### config.mk
export PLATFORM = sky130hd
export DESIGN_NAME = cbd_target_flat
export DESIGN_NICKNAME = d
export VERILOG_FILES = /design/src/rtl/cbd_pkg.sv /design/src/rtl/cbd_link_if.sv /design/src/rtl/cbd_target.sv /design/src/flat_wrapper.sv
export SDC_FILE = /design/constraint.sdc
export NUM_CORES = 1
export LEC_CHECK = 0
export BUFFER_PORTS_ARGS = -buffer_cell sky130_fd_sc_hd__buf_4
export CELL_PAD_IN_SITES_DETAIL_PLACEMENT = 1
export CELL_PAD_IN_SITES_GLOBAL_PLACEMENT = 2
export CORE_MARGIN = 5
export CORE_UTILIZATION = 40
export CTS_CLUSTER_DIAMETER = 50
export DETAILED_ROUTE_END_ITERATION = 16
export PLACE_DENSITY_LB_ADDON = 0.1
export SLEW_MARGIN = 20
export SYNTH_ARGS = -nofsm -noshare
export SYNTH_HDL_FRONTEND = slang
export SYNTH_SLANG_ARGS = --single-unit
export TNS_END_PERCENT = 100
### constraint.sdc
create_clock -name sys_clk -period 12.4 [get_ports sys_clk]
set_input_delay 0.62 -clock sys_clk [delete_from_list [all_inputs] [get_ports sys_clk]]
set_output_delay 0.62 -clock sys_clk [all_outputs]
set_load 0.02 [all_outputs]
### src/rtl/cbd_pkg.sv
// Shared constants for the command block decoder and its initiator end.
// Assumes one clock domain for both ends; software reaches the initiator
// end over APB with 32-bit data.
`default_nettype none

package cbd_pkg;
  // ---------------------------------------------------------------------
  // Command block structure
  // ---------------------------------------------------------------------
  localparam int GRP_MSB = 7;
  localparam int GRP_LSB = 5;
  localparam int CTL_LINK = 0;
  localparam int CTL_FLAG = 1;
  localparam int CTL_RSV_MSB = 5;
  localparam int CTL_RSV_LSB = 2;
  localparam int CDB_MAX = 12;
  localparam logic [3:0] LEN_SIX = 4'h6;
  localparam logic [3:0] LEN_TEN = 4'ha;
  localparam logic [3:0] LEN_TWELVE = 4'hc;
  localparam logic [3:0] LEN_NONE = 4'h0;
  localparam logic [3:0] RSV_BYTE_TEN = 4'h6;
  localparam logic [3:0] RSV_BYTE_TWELVE = 4'ha;
  localparam logic [31:0] ONE_BYTE_ZERO_BLOCKS = 32'h0000_0100;

  // ---------------------------------------------------------------------
  // Initiator register map (byte addresses)
  // ---------------------------------------------------------------------
  localparam logic [7:0] REG_CDB0 = 8'h00;
  localparam logic [7:0] REG_CDB1 = 8'h04;
  localparam logic [7:0] REG_CDB2 = 8'h08;
  localparam logic [7:0] REG_CTRL = 8'h0c;
  localparam logic [7:0] REG_STAT = 8'h10;
  localparam logic [7:0] REG_DIN = 8'h14;
  localparam int CTRL_GO = 0;
  localparam int CTRL_IDENT = 1;
  localparam int CTRL_LUN_LSB = 4;
  localparam int CTRL_VLEN_LSB = 8;
  localparam int STAT_BUSY = 0;
  localparam int STAT_DONE = 1;
  localparam int STAT_CHECK = 2;
  localparam int STAT_REFUSED = 3;
  localparam logic [31:0] RST_WORD = 32'h0000_0000;

  // Device end states
  typedef enum logic [1:0] {
    TG_GET = 2'b00,
    TG_CHK = 2'b01,
    TG_RUN = 2'b10,
    TG_STS = 2'b11
  } cbd_tg_state_t;

  // Initiator end states
  typedef enum logic [1:0] {
    IN_IDLE = 2'b00,
    IN_SEND = 2'b01,
    IN_WAIT = 2'b10
  } cbd_in_state_t;
endpackage

`default_nettype wire

### src/rtl/cbd_link_if.sv
// Link between initiator end and device end of the command decoder.
// Assumes both ends run on the same clock; the bench joins them.
`default_nettype none

interface cbd_link_if;
  // Command bytes, initiator to device
  logic cmd_valid;
  logic [7:0] cmd_byte;
  logic cmd_last;
  logic cmd_ready;
  // Unit selected by an earlier identify message
  logic ident_valid;
  logic [2:0] ident_lun;
  // Returned data and final outcome, device to initiator
  logic din_valid;
  logic [7:0] din_byte;
  logic sts_valid;
  logic sts_check;

  modport target (
    input cmd_valid, cmd_byte, cmd_last, ident_valid, ident_lun,
    output cmd_ready, din_valid, din_byte, sts_valid, sts_check
  );
  modport initiator (
    output cmd_valid, cmd_byte, cmd_last, ident_valid, ident_lun,
    input cmd_ready, din_valid, din_byte, sts_valid, sts_check
  );
endinterface

`default_nettype wire

### src/rtl/cbd_target.sv
// Device end: collects a command block, decodes and checks it, hands
// good commands to the command engine and limits returned data.
// Assumes the link and the engine run on sys_clk.
`default_nettype none

module cbd_target (
  // Clock and reset
  input wire logic sys_clk,
  input wire logic rst_n,
  // Link to the initiator
  cbd_link_if.target lnk,
  // Decoded command to the engine
  output logic usr_exec,
  output logic [7:0] usr_opcode,
  output logic [4:0] usr_cmd_code,
  output logic [2:0] usr_lun,
  output logic [31:0] usr_lba,
  output logic [31:0] usr_len,
  output logic [31:0] usr_blocks,
  output logic usr_link,
  output logic usr_flag,
  output logic usr_reject,
  // Returned data and completion from the engine
  input wire logic usr_din_valid,
  input wire logic [7:0] usr_din_data,
  input wire logic [31:0] usr_din_avail,
  input wire logic usr_done,
  output logic usr_din_ready
);

  // -----------------------------------------------------------------------
  // State
  // -----------------------------------------------------------------------
  cbd_pkg::cbd_tg_state_t state_reg, state_next;
  logic [7:0] cdb_reg [cbd_pkg::CDB_MAX];
  logic [3:0] cnt_reg;
  logic [3:0] nb_reg;
  logic [31:0] din_cnt_reg;
  logic [31:0] alloc_reg;
  logic check_reg;

  // Decode wires
  logic [2:0] grp;
  logic [3:0] exp_len;
  logic [7:0] ctl;
  logic bad;
  logic [31:0] lba;
  logic [31:0] len;
  logic [31:0] lim;
  logic take;
  logic fwd;

  assign take = lnk.cmd_valid && lnk.cmd_ready;

  // -----------------------------------------------------------------------
  // Decode of the held block
  // -----------------------------------------------------------------------
  // Group code picks the length; unknown groups give no length
  always_comb begin
    grp = cdb_reg[0][cbd_pkg::GRP_MSB:cbd_pkg::GRP_LSB];
    unique case (grp)
      3'h0: exp_len = cbd_pkg::LEN_SIX;
      3'h1, 3'h2: exp_len = cbd_pkg::LEN_TEN;
      3'h5: exp_len = cbd_pkg::LEN_TWELVE;
      default: exp_len = cbd_pkg::LEN_NONE;
    endcase
  end

  // Control byte is always the final byte received
  assign ctl = cdb_reg[nb_reg - 4'h1];

  // Any nonzero reserved content or reserved code rejects the block
  always_comb begin
    bad = 1'b0;
    if (exp_len == cbd_pkg::LEN_NONE) begin
      bad = 1'b1;
    end
    if (nb_reg != exp_len) begin
      bad = 1'b1;
    end
    if (ctl[cbd_pkg::CTL_RSV_MSB:cbd_pkg::CTL_RSV_LSB] != 4'h0) begin
      bad = 1'b1;
    end
    if (ctl[cbd_pkg::CTL_FLAG] && !ctl[cbd_pkg::CTL_LINK]) begin
      bad = 1'b1;
    end
    if (exp_len != cbd_pkg::LEN_SIX && cdb_reg[1][4:0] != 5'h00) begin
      bad = 1'b1;
    end
    if (exp_len == cbd_pkg::LEN_TEN &&
        cdb_reg[cbd_pkg::RSV_BYTE_TEN] != 8'h00) begin
      bad = 1'b1;
    end
    if (exp_len == cbd_pkg::LEN_TWELVE &&
        cdb_reg[cbd_pkg::RSV_BYTE_TWELVE] != 8'h00) begin
      bad = 1'b1;
    end
  end

  // Address and length fields per layout
  always_comb begin
    if (exp_len == cbd_pkg::LEN_SIX) begin
      // Short form: 21-bit address, one length byte
      lba = {11'h000, cdb_reg[1][4:0], cdb_reg[2], cdb_reg[3]};
      len = {24'h000000, cdb_reg[4]};
    end else if (exp_len == cbd_pkg::LEN_TEN) begin
      lba = {cdb_reg[2], cdb_reg[3], cdb_reg[4], cdb_reg[5]};
      len = {16'h0000, cdb_reg[7], cdb_reg[8]};
    end else begin
      lba = {cdb_reg[2], cdb_reg[3], cdb_reg[4], cdb_reg[5]};
      len = {cdb_reg[6], cdb_reg[7], cdb_reg[8], cdb_reg[9]};
    end
  end

  // -----------------------------------------------------------------------
  // Sequencer
  // -----------------------------------------------------------------------
  // Collect until the last byte or a full buffer, check, run, report
  always_comb begin
    state_next = state_reg;
    unique case (state_reg)
      cbd_pkg::TG_GET: begin
        if (take && (lnk.cmd_last || cnt_reg == 4'hb)) begin
          state_next = cbd_pkg::TG_CHK;
        end
      end
      cbd_pkg::TG_CHK: begin
        // A bad block never enters the run state
        state_next = bad ? cbd_pkg::TG_STS : cbd_pkg::TG_RUN;
      end
      cbd_pkg::TG_RUN: begin
        if (usr_done) begin
          state_next = cbd_pkg::TG_STS;
        end
      end
      cbd_pkg::TG_STS: state_next = cbd_pkg::TG_GET;
    endcase
  end

  // State register
  always_ff @(posedge sys_clk or negedge rst_n) begin
    if (!rst_n) begin
      state_reg <= cbd_pkg::TG_GET;
    end else begin
      state_reg <= state_next;
    end
  end

  // Byte capture; count restarts for each block
  always_ff @(posedge sys_clk or negedge rst_n) begin
    if (!rst_n) begin
      cnt_reg <= 4'h0;
      nb_reg <= 4'h0;
      for (int i = 0; i < cbd_pkg::CDB_MAX; i++) begin
        cdb_reg[i] <= 8'h00;
      end
    end else if (state_reg == cbd_pkg::TG_GET && take) begin
      cdb_reg[cnt_reg] <= lnk.cmd_byte;
      cnt_reg <= cnt_reg + 4'h1;
      nb_reg <= cnt_reg + 4'h1;
    end else if (state_reg != cbd_pkg::TG_GET) begin
      cnt_reg <= 4'h0;
    end
  end

  // Ready only while collecting; held low from the last byte on
  always_ff @(posedge sys_clk or negedge rst_n) begin
    if (!rst_n) begin
      lnk.cmd_ready <= 1'b0;
    end else begin
      lnk.cmd_ready <= (state_next == cbd_pkg::TG_GET);
    end
  end

  // -----------------------------------------------------------------------
  // Hand-over to the engine
  // -----------------------------------------------------------------------
  // Fields are latched at the check; exec and reject are one-cycle pulses.
  // Every accepted opcode goes to the engine, which owns command support.
  always_ff @(posedge sys_clk or negedge rst_n) begin
    if (!rst_n) begin
      usr_exec <= 1'b0;
      usr_reject <= 1'b0;
      usr_opcode <= 8'h00;
      usr_cmd_code <= 5'h00;
      usr_lun <= 3'h0;
      usr_lba <= 32'h0000_0000;
      usr_len <= 32'h0000_0000;
      usr_blocks <= 32'h0000_0000;
      usr_link <= 1'b0;
      usr_flag <= 1'b0;
      check_reg <= 1'b0;
      alloc_reg <= 32'h0000_0000;
    end else if (state_reg == cbd_pkg::TG_CHK) begin
      usr_exec <= !bad;
      usr_reject <= bad;
      check_reg <= bad;
      usr_opcode <= cdb_reg[0];
      usr_cmd_code <= cdb_reg[0][4:0];
      // Identify message wins over the in-block unit number
      usr_lun <= lnk.ident_valid ? lnk.ident_lun : cdb_reg[1][7:5];
      // Address passed on as received; numbering starts at block zero
      usr_lba <= lba;
      usr_len <= len;
      alloc_reg <= len;
      // One length byte of zero stands for 256 blocks; wider zero is none
      if (exp_len == cbd_pkg::LEN_SIX && len == 32'h0000_0000) begin
        usr_blocks <= cbd_pkg::ONE_BYTE_ZERO_BLOCKS;
      end else begin
        usr_blocks <= len;
      end
      usr_link <= ctl[cbd_pkg::CTL_LINK];
      usr_flag <= ctl[cbd_pkg::CTL_FLAG];
    end else begin
      usr_exec <= 1'b0;
      usr_reject <= 1'b0;
    end
  end

  // -----------------------------------------------------------------------
  // Returned data
  // -----------------------------------------------------------------------
  // Limit is the smaller of allocation and what the engine has
  assign lim = (alloc_reg < usr_din_avail) ? alloc_reg : usr_din_avail;
  assign fwd = usr_din_valid && usr_din_ready && (din_cnt_reg < lim);

  // Bytes past the limit are taken and dropped so the engine never stalls
  always_ff @(posedge sys_clk or negedge rst_n) begin
    if (!rst_n) begin
      din_cnt_reg <= 32'h0000_0000;
      lnk.din_valid <= 1'b0;
      lnk.din_byte <= 8'h00;
      usr_din_ready <= 1'b0;
    end else begin
      usr_din_ready <= (state_next == cbd_pkg::TG_RUN);
      lnk.din_valid <= fwd;
      if (fwd) begin
        lnk.din_byte <= usr_din_data;
        din_cnt_reg <= din_cnt_reg + 32'h0000_0001;
      end else if (state_reg == cbd_pkg::TG_GET) begin
        din_cnt_reg <= 32'h0000_0000;
      end
    end
  end

  // -----------------------------------------------------------------------
  // Outcome
  // -----------------------------------------------------------------------
  // One pulse per block; check marks an illegal request
  always_ff @(posedge sys_clk or negedge rst_n) begin
    if (!rst_n) begin
      lnk.sts_valid <= 1'b0;
      lnk.sts_check <= 1'b0;
    end else begin
      lnk.sts_valid <= (state_reg == cbd_pkg::TG_STS);
      if (state_reg == cbd_pkg::TG_STS) begin
        lnk.sts_check <= check_reg;
      end
    end
  end

endmodule

`default_nettype wire

### src/flat_wrapper.sv
// flat-port wrapper written by rule: the top's interface ports become plain ports
module cbd_target_flat 
  (sys_clk, rst_n, usr_exec, usr_opcode, usr_cmd_code, usr_lun, usr_lba, usr_len, usr_blocks, usr_link, usr_flag, usr_reject, usr_din_valid, usr_din_data, usr_din_avail, usr_done, usr_din_ready, lnk_cmd_valid, lnk_cmd_byte, lnk_cmd_last, lnk_ident_valid, lnk_ident_lun, lnk_cmd_ready, lnk_din_valid, lnk_din_byte, lnk_sts_valid, lnk_sts_check);
  cbd_link_if lnk_i ();
  input wire logic sys_clk;
  input wire logic rst_n;
  output logic usr_exec;
  output logic [7:0] usr_opcode;
  output logic [4:0] usr_cmd_code;
  output logic [2:0] usr_lun;
  output logic [31:0] usr_lba;
  output logic [31:0] usr_len;
  output logic [31:0] usr_blocks;
  output logic usr_link;
  output logic usr_flag;
  output logic usr_reject;
  input wire logic usr_din_valid;
  input wire logic [7:0] usr_din_data;
  input wire logic [31:0] usr_din_avail;
  input wire logic usr_done;
  output logic usr_din_ready;
  input wire logic [$bits(lnk_i.cmd_valid)-1:0] lnk_cmd_valid;
  input wire logic [$bits(lnk_i.cmd_byte)-1:0] lnk_cmd_byte;
  input wire logic [$bits(lnk_i.cmd_last)-1:0] lnk_cmd_last;
  input wire logic [$bits(lnk_i.ident_valid)-1:0] lnk_ident_valid;
  input wire logic [$bits(lnk_i.ident_lun)-1:0] lnk_ident_lun;
  output wire logic [$bits(lnk_i.cmd_ready)-1:0] lnk_cmd_ready;
  output wire logic [$bits(lnk_i.din_valid)-1:0] lnk_din_valid;
  output wire logic [$bits(lnk_i.din_byte)-1:0] lnk_din_byte;
  output wire logic [$bits(lnk_i.sts_valid)-1:0] lnk_sts_valid;
  output wire logic [$bits(lnk_i.sts_check)-1:0] lnk_sts_check;
  assign lnk_i.cmd_valid = lnk_cmd_valid;
  assign lnk_i.cmd_byte = lnk_cmd_byte;
  assign lnk_i.cmd_last = lnk_cmd_last;
  assign lnk_i.ident_valid = lnk_ident_valid;
  assign lnk_i.ident_lun = lnk_ident_lun;
  assign lnk_cmd_ready = lnk_i.cmd_ready;
  assign lnk_din_valid = lnk_i.din_valid;
  assign lnk_din_byte = lnk_i.din_byte;
  assign lnk_sts_valid = lnk_i.sts_valid;
  assign lnk_sts_check = lnk_i.sts_check;
  cbd_target u_core (.sys_clk(sys_clk), .rst_n(rst_n), .lnk(lnk_i), .usr_exec(usr_exec), .usr_opcode(usr_opcode), .usr_cmd_code(usr_cmd_code), .usr_lun(usr_lun), .usr_lba(usr_lba), .usr_len(usr_len), .usr_blocks(usr_blocks), .usr_link(usr_link), .usr_flag(usr_flag), .usr_reject(usr_reject), .usr_din_valid(usr_din_valid), .usr_din_data(usr_din_data), .usr_din_avail(usr_din_avail), .usr_done(usr_done), .usr_din_ready(usr_din_ready));
endmodule
Yosys cells after proc, flatten, opt, wreduce, memory -nomap -nowiden:

Index checks and enable logic that the tools add are counted.

* register bits: 268
* input port bits: 58
* output and inout port bits: 129
* word-level logic and storage cells: 113

* $add $sub $neg: 3
* order comparisons: 5
* equality and inequality tests: 13
* mux-type cells: 30
* bitwise logic cells: 2
* reduce and logical (&&, ||, !) cells: 27

Operator list (count)
* $mux 32: 7
* $bwmux 96: 1
* $lt 32x32->1: 2
* $add 32x1->32 const B: 1
* $bmux 8 s4: 1
* $demux 8 s4: 1
* $logic_not 32->1: 1
* $reduce_bool 8->1: 2
* $eq 4x4->1 const B: 3
* $mux 6: 2
* $pmux 4 s3: 1
* $logic_and 1x1->1: 11
* $ge 5x5->1 const B: 2
* $mux 1: 10
* $not 4->5: 2
* $mux 4: 2
* $mux 8: 1
* $pmux 2 s4: 1
* $eq 2x2->1 const B: 3
* $reduce_bool 2->1: 3
* $lt 5x1->1 const B: 1
* $reduce_bool 5->1: 1
* $add 4x1->4 const B: 1
* $eq 4x3->1 const B: 1
* 16 further kinds: 19

Logic depth before layout (Yosys ltp):

Gate-level depths: netlist of run 1.

* word-level depth: 14
* depth in mapped cells: 21
* depth with buffers taken out: 19

Worst setup path before layout of run 1:

OpenSTA, ideal clock, no wires.

* path kind: input port to flip-flop
* start: in usr_din_avail[30]
* end: reg u_core.lnk.din_byte[3]
* setup time: 0.127 ns
* data arrival time: 4.691 ns
* data required time: 12.273 ns
* path slack: 7.581 ns
* stages on the path: 21
* buffers on the path: 2
* cells stage by stage: inv_1 ha_1 a21oi_1 nand2_1 a221oi_1 nand3_1 nor2_1 clkbuf_1 nor2_1 a21oi_1 ha_1 a21o_1 a221o_1 a211o_1 a21oi_2 o21ai_1 a21boi_4 nor2_4 inv_2 buf_6 mux2_1

* word-level cells in the longest chain between the ends: 4

Ends and longest elaborated chain
* from (decl): line flat_wrapper.sv:19 `input wire logic [31:0] usr_din_avail;`
* $lt 32x32->1: line cbd_target.sv:224 `assign lim = (alloc_reg < usr_din_avail) ? alloc_reg : usr_din_avail;`
* $mux 32 (*): line cbd_target.sv:224
* $lt 32x32->1 (*): line cbd_target.sv:225 `assign fwd = usr_din_valid && usr_din_ready && (din_cnt_reg < lim);`
* $logic_and 1x1->1 (*): line cbd_target.sv:225
* to (signal assigned): line cbd_target.sv:238 `lnk.din_byte <= usr_din_data;`
* to (decl): line cbd_link_if.sv:22 `output cmd_ready, din_valid, din_byte, sts_valid, sts_check`

Mark *: on every way between the ends. The rest lies on a longest branch, timed or not.
A chain may end at the register's enable or synchronous reset.

==> results of run 1 <==
-- cell type report --
cell class | count | area share, %
timing repair buffer | 196 | 9.441
tap | 442 | 3.530
multi-input combinational | 874 | 40.53
clock inverter | 20 | 1.797
clock buffer | 38 | 5.439
inverter | 52 | 1.246
sequential | 238 | 38.02
-- metrics by stage --
step	setup WS (ps)	area (um2)	instances	util (%)
final	6806	15670	1860	48.52
after global routing	6348	15670	1860	48.52
after CTS	6781	15670	1860	48.52
after global placement	6675	14530	1802	45.01
after floorplan	7581	12960	1257	-
after detailed placement	6515	14530	1802	45.01
-- power breakdown --
part	internal, W	switching [W]	leakage [nW]
clock network	0.000601	0.000371	0.552
registers	0.000922	0.000131	3.17
logic	0.000438	0.000700	3.73
-- how the worst max path moves through the flow --
stage          cells after the start                     end                  start  slack (ps)
6_report                          19  u_core.lnk.din_byte[2]  u_core.usr_blocks[30]        6810
3_3_place_gp                      21  u_core.lnk.din_byte[4]      usr_din_avail[27]        6670
3_5_place_dp                      20  u_core.lnk.din_byte[2]       usr_din_avail[1]        6510
2_1_floorplan                     21  u_core.lnk.din_byte[3]      usr_din_avail[30]        7580
5_1_grt                           19  u_core.lnk.din_byte[2]  u_core.usr_blocks[30]        6350
4_1_cts                           19  u_core.lnk.din_byte[2]  u_core.usr_blocks[27]        6780
-- metal layers --
metal	track usage [%]	share of wire [%]	up-vias
li1	-	-	4789
met1	29.11	44	5202
met2	38.82	51	159
met3	2.477	3.0	44
met4	4.201	1.8	0
met5	0	0	-
-- cells by family after synthesis --
| family | count (synthesis) |
|---|---|
| AOI/OAI and AO/OA | 285 |
| xor gates and xnor gates | 11 |
| adders and majority gates | 72 |
| buffers and inverters | 145 |
| DFF | 238 |
| muxes | 143 |
| and+or+nand+nor | 363 |
-- cells in the final DEF, fill, tap and decap left out, types with 6 or more instances in the layout --
cell type	instances
ha_1	71
inv_1	50
o21a_1	13
a221o_1	22
dfrtp_1	238
nand3_1	20
o21ai_0	31
a21o_1	7
buf_4	195
a21oi_1	93
o21ai_1	7
mux2_1	8
mux2_2	107
a22o_1	24
mux2i_1	20
o2bb2ai_1	18
xnor2_1	9
nand4_1	12
nor3_1	23
o22ai_1	6
nor2b_1	6
nand2b_1	7
mux4_2	7
clkbuf_16	31
nor4_1	6
nor2_1	115
a211oi_1	6
nand2_1	132
a31oi_1	25
and2_1	7
==> reports/metrics.yaml, run 1 <==
cts:
  clockBufferDepth: 3
  ctsHoldBuffers: 0
  htree_levels: 1
  cts-resized-gates: 0
  cts_tree: "done"
  cts.clk_slew.worst_paths_ps: 50
  cts_buffers: 31
  cts_setup_buffers: 0
  cts_root_buffer: "clkbuf_16"
  clock_sinks: 238
  clk_latency_ps: 580
floorplan:
  die_y_um: 190
  dieArea_um2: 36100
  start_util_pct: 40.14
  rows: 66
  dieWidth_um: 190
  core_um2: 32290
  io_pins: 187
synth:
  ys_seq_area_share_pct: 45.95
  synthFlopType: "dfrtp_1"
  synth_mux_area_share_pct: 12.86
  netlist_top_cells_area: "dfrtp_1 (46%), mux2_2 (9.3%), ha_1 (7.0%)"
  synth_common_cells: "dfrtp_1 (238), nand2_1 (132), nor2_1 (116)"
  synth-simple-area-share_pct: 13.12
  syn-num-nets: 1387
  synth_top_area_cell: "dfrtp_1"
  synth.distinct_cells: 74
  synthAdderAreaFrac_pct: 6.951
  synth_compound_area_share_pct: 15.12
  synthMostInstantiatedCell: "dfrtp_1"
  synth_edf_count: 0
  netlist_instances: 1257
  netlist.area_leader.share_pct: 45.95
  syn_area_um2: 12960
  ys_ff_latch: 238
  synth_top_family_by_area: "compound AO/OA/AOI/OAI gates"
  synth_warnings: 0
  avgSynthCellArea_um2: 10.31
  synth_xor_area_share_pct: 0.7434
  synthArstFlopShare_pct: 100.0
outcome:
  run_status: "finished clean"
detailed_routing:
  vias: 10194
  post_drt_wl_per_cell_um: 21.44
  wl_um: 39880
  dr.pass1.iters: 5
  routed_via_density: 5.481
  drc: 0
  drtIter0Drc: 405
  detail-route-antenna-nets: 0
power:
  powerDensity_nw_per_um2: 201.9
  finalPower_w: 0.003162
  power.leakage_nw: 7.445
  peakVddDrop_mv: 0.1202
finish:
  largest_reg_flops: 94
  seqCellArea_um2: 5956
  multi_input_area_um2: 6349
  nFillCells: 3586
  drive_gt1_share_pct: 27.79
  antenna_cells: 0
  fin_nets: 1523
  area_growth_syn_to_layout_pct: 20.87
global_route:
  first_global_vias: 10814
  grt_max_degree: 97
  grt-ovfl-total: 0
  grt_use_total_pct: 21.86
  grt_first_pass_wirelength_um: 62920
  antenna_found_initial: 0
worst_setup_path:
  arrival_ps: 6030
  r2r-end: "u_core.lnk.din_byte[2]"
  endpoint_kind: "flip-flop"
  worstPathCellList: "ha_1, a21oi_1, nand2_1, a221oi_1, nand3_1, nor2_4, buf_4, nor2_1, a21oi_1, ha_1, a21o_1, a21o_1, a2111oi_0, o21ai_0, a21oi_2, a21boi_4, nor2_4, inv_2, mux2_1"
  critical-path-max-stage-delay_ps: 550
  crit_required_ps: 12830
  critical_path.top_delay_family: "compound AO/OA/AOI/OAI gates"
  crit_slowest_cell: "inv_2"
  rr_startpoint: "u_core.usr_blocks[30]"
  path_class: "flip-flop to flip-flop"
  ff2ff_path_depth: 19
  reg2reg_setup_slack_ps: 6810
  cp.buffers_inverters: 2
  start_kind: "flip-flop"
  cp_max_fo: 62
placement:
  gp_congestion: 0.8314
  place.port_buffers: 186
  dp_hpwl_um: 29090
timing:
  clock.fmax_ghz: 0.1788
  tightestPinTransition_ps: 1067
  tns_ps: 0
  skew_ps: 24.97
  hold_violations: 0
  whs_ps: 46.37
  min_period_over_period_pct: 45.11
  maxSlewHeadroom_pct: 28.90
  rsz0062_at_grt: "false"
  min_period_ps: 5594
  setup_viol: 0
  drv_slew: 0
worst_hold_path:
  hold_path.class: "input pin to asynchronous set/reset pin"
run:
  maxCapViolCount: 0
Power figures use the tool's default switching activity.
==> run 2, diff against run 1 <==
--- a/config.mk
+++ b/config.mk
@@ -9,7 +9,7 @@
 export CELL_PAD_IN_SITES_DETAIL_PLACEMENT = 1
 export CELL_PAD_IN_SITES_GLOBAL_PLACEMENT = 2
 export CORE_MARGIN = 5
-export CORE_UTILIZATION = 40
+export CORE_UTILIZATION = 37
 export CTS_CLUSTER_DIAMETER = 50
 export DETAILED_ROUTE_END_ITERATION = 16
 export PLACE_DENSITY_LB_ADDON = 0.1
==> constraint.sdc (replaced) <==
create_clock -name sys_clk -period 5.6 [get_ports sys_clk]
set_input_delay 0.28 -clock sys_clk [delete_from_list [all_inputs] [get_ports sys_clk]]
set_output_delay 0.28 -clock sys_clk [all_outputs]
set_load 0.02 [all_outputs]
==> reports/metrics.yaml, run 2 (same netlist as run 1, synthesis figures left out) <==
outcome:
  run_status: "finished clean"
timing:
  layout_setup_ws_ps: 261.7
  drv_slew: 0
  maxSlewHeadroom_pct: 33.90
  min_period_ps: 5338
  tightestPinTransition_ps: 991.5
  clock.fmax_ghz: 0.1873
  tns_ps: 0
  hold_violations: 0
  skew_ps: 21.83
  min_period_over_period_pct: 95.33
  rsz0062_at_grt: "false"
  setup_viol: 0
  whs_ps: 11.58
global_route:
  antenna_found_initial: 0
  grt_max_degree: 128
  grt_first_pass_wirelength_um: 66100
  first_global_vias: 11087
  grt_use_total_pct: 21.50
  grt.met3_usage_pct: 2.661
  met2_usage_pct: 37.32
  met1_usage_pct: 28.72
  busiest_layer: "met2"
  grt-ovfl-total: 0
power:
  p_int_w: 0.004470
  clock_power_share_pct: 31.5
  seqPwrFrac_pct: 32.2
  switchingPower_w: 0.002753
  sw_frac_of_total_pct: 38.11
  peakVddDrop_mv: 0.2807
  power.leakage_nw: 7.635
  comb_power_share_pct: 36.3
  powerDensity_nw_per_um2: 450.6
worst_setup_path:
  r2r-end: "u_core.din_cnt_reg[24]"
  reg2reg_setup_slack_ps: 260
  crit_slowest_cell: "dfrtp_1"
  ff2ff_path_depth: 21
  arrival_ps: 5790
  rr_startpoint: "u_core.usr_blocks[27]"
  cp_max_fo: 19
  worstPathCellList: "ha_1, nand4_1, nor4_4, nand4_1, o22ai_4, nor2_4, buf_4, buf_4, nor2_1, a21oi_1, ha_1, a21o_1, a221o_1, a211o_1, a21oi_2, o21ai_1, a21boi_4, nor2_4, inv_2, buf_4, a221o_1"
  path_class: "flip-flop to flip-flop"
  endpoint_kind: "flip-flop"
  start_kind: "flip-flop"
  critical-path-max-stage-delay_ps: 430
  crit_required_ps: 6050
  crit_top_cell: "buf_4"
cts:
  cts_tree: "done"
  clk_latency_ps: 530
  htree_levels: 2
  clock_sinks: 238
  cts.clk_slew.worst_paths_ps: 50
  cts_buffers: 35
  clockBufferDepth: 3
  cts_root_buffer: "clkbuf_16"
finish:
  fin_nets: 1560
  antenna_cells: 0
  nFillCells: 3857
  design_area_um2: 16030
  drive_gt1_share_pct: 28.80
  final_util_pct: 46.40
  final_common_cell: "dfrtp_1"
  layout_common_cells: "dfrtp_1 (238), buf_4 (218), nand2_1 (132)"
  area_growth_syn_to_layout_pct: 23.67
  largest_reg_flops: 94
floorplan:
  start_util_pct: 37.52
  rows: 68
  core_um2: 34540
  die_y_um: 197.2
  io_pins: 187
  dieArea_um2: 38870
  dieWidth_um: 197.2
detailed_routing:
  detail-route-antenna-nets: 0
  wl_um: 42440
  dr.pass1.iters: 5
  routed_via_density: 5.439
  drtIter0Drc: 443
  drc: 0
  post_drt_wl_per_cell_um: 22.22
  vias: 10389
placement:
  gp_congestion: 0.8287
  place_area_um2: 14720
  dpl_worst_slack_ps: 144.1
  place.port_buffers: 186
  dp_hpwl_um: 30830
worst_hold_path:
  hp-start: "usr_din_data[7]"
  hold_path_depth: 2
  hold_path_end: "u_core.lnk.din_byte[7]"
  hold_path.class: "input pin to flip-flop"
run:
  maxCapViolCount: 0
run 2: cell count changes in the layout (fill, tap and decap cells not counted), moves of 4 or more:
cell           previous run  this run
buf_4                   195       218
clkbuf_1                  2         7
clkbuf_16                31        35
clkbuf_8                  5         1
dlygate4sd3_1             0         8
run 2: routing by layer:
layer	up-vias	wire length (um)
li1	4862	-
met1	5302	19220
met2	166	21010
met3	59	1242
met4	0	967
met5	-	0
run 2: worst max path at each step:
stage,end,startpoint,slack [ps],cells after the start
after floorplan,u_core.lnk.din_byte[3],u_core.usr_blocks[30],910,20
after global placement,u_core.din_cnt_reg[30],u_core.usr_blocks[25],440,19
after detailed placement,u_core.din_cnt_reg[28],u_core.usr_blocks[19],140,19
after CTS,u_core.din_cnt_reg[24],u_core.usr_blocks[19],160,19
after global routing,u_core.din_cnt_reg[24],u_core.usr_blocks[27],4,21
final,u_core.din_cnt_reg[24],u_core.usr_blocks[27],260,21
run 2: layout make-up:
type	instances	area, um2	share of cell area (%)
clock inverter	19	267.8	1.671
multi-input combinational	875	6372	39.76
timing repair buffer	228	1752	10.93
tap	455	569.3	3.552
clock buffer	43	915.9	5.714
inverter	52	195.2	1.218
sequential	238	5956	37.16
run 2: stage by stage:
stage                     cells  power [W]
after floorplan            1257   0.003929
after global placement     1836   0.004957
after detailed placement   1836   0.005000
after CTS                  1906   0.007327
after global routing       1910   0.007627
final                      1910   0.007222
run 2: what timing repair did:
| action | 4_1_cts | 5_1_grt |
|---|---|---|
| hold buffers | 8 | 0 |
| hold endpoints to repair | 118 | 0 |
| buffers inserted | 0 | 3 |
| resized for setup | 0 | 3 |
| setup endpoints to repair | 0 | 33 |
run 2: worst max-delay path: cells and delay by family, from the launching register on:
| family | cells | cell delay (ps) |
|---|---|---|
| flops | 1 | 430 |
| buf+inv | 4 | 940 |
| simple gates | 6 | 1140 |
| compound gates | 9 | 2200 |
| fa+ha+maj | 2 | 540 |
run 2: power groups by stage:
stage	clock network, W	registers (W)	logic (W)
CTS	0.00234	0.00233	0.00266
global route	0.00241	0.00237	0.00285
floorplan	0	0.00253	0.00140
global placement	0	0.00235	0.00260
detailed placement	0	0.00236	0.00264
finish	0.00228	0.00233	0.00262
==> run 3, diff against run 2 <==
--- a/config.mk
+++ b/config.mk
@@ -6,8 +6,10 @@
 export NUM_CORES = 1
 export LEC_CHECK = 0
 export BUFFER_PORTS_ARGS = -buffer_cell sky130_fd_sc_hd__buf_4
+export CAP_MARGIN = 20
 export CELL_PAD_IN_SITES_DETAIL_PLACEMENT = 1
 export CELL_PAD_IN_SITES_GLOBAL_PLACEMENT = 2
+export CORE_ASPECT_RATIO = 0.8
 export CORE_MARGIN = 5
 export CORE_UTILIZATION = 37
 export CTS_CLUSTER_DIAMETER = 50
==> reports/metrics.yaml, run 3 (same netlist as run 1, synthesis figures left out) <==
worst_setup_path:
  rr_startpoint: "u_core.usr_blocks[31]"
  reg2reg_setup_slack_ps: 390
  crit_required_ps: 5990
  r2r-end: "u_core.lnk.din_byte[6]"
  ff2ff_path_depth: 19
  start_kind: "flip-flop"
  cp_max_fo: 24
  path_class: "flip-flop to flip-flop"
  endpoint_kind: "flip-flop"
  arrival_ps: 5600
timing:
  setup_viol: 0
  skew_ps: 23.29
  maxSlewHeadroom_pct: 30.93
  min_period_ps: 5212
  rsz0062_at_grt: "false"
  tns_ps: 0
  whs_ps: 52.03
  min_period_over_period_pct: 93.08
  hold_violations: 0
  drv_slew: 0
  clock.fmax_ghz: 0.1919
  tightestPinTransition_ps: 1035
outcome:
  run_status: "finished clean"
placement:
  dp_hpwl_um: 31350
  place_area_um2: 14740
  place.port_buffers: 186
  gp_congestion: 0.8528
  place_inst: 1848
worst_hold_path:
  hold_path.class: "input pin to flip-flop"
  hold_path_depth: 3
  hp-start: "lnk_ident_lun[2]"
  hold_path_end: "u_core.usr_lun[2]"
finish:
  multi_input_area_um2: 6351
  design_area_um2: 16110
  nFillCells: 3870
  fin_nets: 1553
  fin_cells: 1922
  area_growth_syn_to_layout_pct: 24.29
  final_common_cell: "dfrtp_1"
  drive_gt1_share_pct: 28.55
  largest_reg_flops: 94
  seqCellArea_um2: 5956
  layout_common_cells: "dfrtp_1 (238), buf_4 (207), nand2_1 (132)"
  antenna_cells: 0
floorplan:
  io_pins: 187
  core_um2: 34650
  dieArea_um2: 38890
  start_util_pct: 37.40
  die_y_um: 177.4
  dieWidth_um: 219.2
  rows: 61
detailed_routing:
  drc: 0
  dr.pass1.iters: 4
  post_drt_wl_per_cell_um: 22.55
  vias: 10461
  drtIter0Drc: 594
  detail-route-antenna-nets: 0
  wl_um: 43350
  routed_via_density: 5.443
power:
  power.leakage_nw: 7.636
  finalPower_w: 0.007420
  powerDensity_nw_per_um2: 460.6
  peakVddDrop_mv: 0.2115
global_route:
  first_global_vias: 10862
  grt_use_total_pct: 22.32
  grt_max_degree: 137
  antenna_found_initial: 1
  grt_first_pass_wirelength_um: 67430
  grt-ovfl-total: 0
cts:
  htree_levels: 2
  clock_sinks: 238
  cts_tree: "done"
  clk_latency_ps: 530
  cts_buffers: 36
  cts-resized-gates: 0
  cts_root_buffer: "clkbuf_16"
  clockBufferDepth: 3
  cts_setup_buffers: 0
  cts.clk_slew.worst_paths_ps: 60
run:
  maxCapViolCount: 0
==> run 3: cell count changes in the layout (fill, tap and decap cells not counted), sizes merged <==
cell,before,now
bufinv,5,6
dlygate4sd3,8,9
inv,58,60
buf,220,212
clkinvlp,2,3
clkbuf,43,45
clkinv,6,3
nor2,118,117
==> run 3: area by class of cell <==
type                       instances  area share (%)
multi-input combinational        874           39.43
inverter                          52           1.212
timing repair buffer             221           10.80
tap                              472           3.666
sequential                       238           36.97
clock inverter                    20           1.864
clock buffer                      45           6.059
==> run 3: critical path, stage by stage (launching register included) <==
cell      delay, ps
dfrtp_1         500
ha_1            410
nand4_2         150
nor4_4           90
a221oi_1        350
nand3_1         290
nor2_4          390
buf_4           320
nor2_1           60
a21oi_1         160
ha_1            280
a21o_1          160
a21o_1          170
a21oi_1         130
o211ai_1        140
a21oi_2         360
o2111a_2        400
nor2_4           60
inv_2           270
mux2_1          360
==> run 3: worst max path at each step <==
stage | start | slack, ps | end | cells after the start
after detailed placement | u_core.usr_blocks[31] | 440 | u_core.lnk.din_byte[6] | 19
after global placement | u_core.usr_blocks[31] | 630 | u_core.lnk.din_byte[7] | 19
after floorplan | u_core.usr_blocks[30] | 910 | u_core.lnk.din_byte[3] | 20
after global routing | u_core.usr_blocks[31] | 20 | u_core.din_cnt_reg[18] | 19
final | u_core.usr_blocks[31] | 390 | u_core.lnk.din_byte[6] | 19
after CTS | u_core.usr_blocks[31] | 410 | u_core.lnk.din_byte[6] | 19
==> run 3: report_power, final <==
group | switching, W | internal (W)
clock network | 0.000885 | 0.00154
registers | 0.000280 | 0.00204
logic | 0.00164 | 0.00104
==> run 3: what timing repair did <==
item | 4_1_cts | 5_1_grt
hold buffers | 9 | 0
setup endpoints to repair | 0 | 1
hold endpoints to repair | 110 | 0
==> run 3: metrics by stage <==
step	setup WS [ps]	utilization [%]
floorplan	908.0	-
global placement	630.0	42.54
detailed placement	436.1	42.54
CTS	412.7	46.49
global route	16.07	46.49
finish	387.7	46.49
==> run 3: per-layer routing <==
| metal | up-vias | GRT usage (%) | wire length [um] |
|---|---|---|---|
| met5 | - | 0 | 0 |
| met2 | 220 | 32.93 | 18750 |
| met4 | 0 | 4.865 | 726 |
| met3 | 48 | 4.230 | 2071 |
| met1 | 5345 | 34.03 | 21800 |
| li1 | 4848 | - | - |
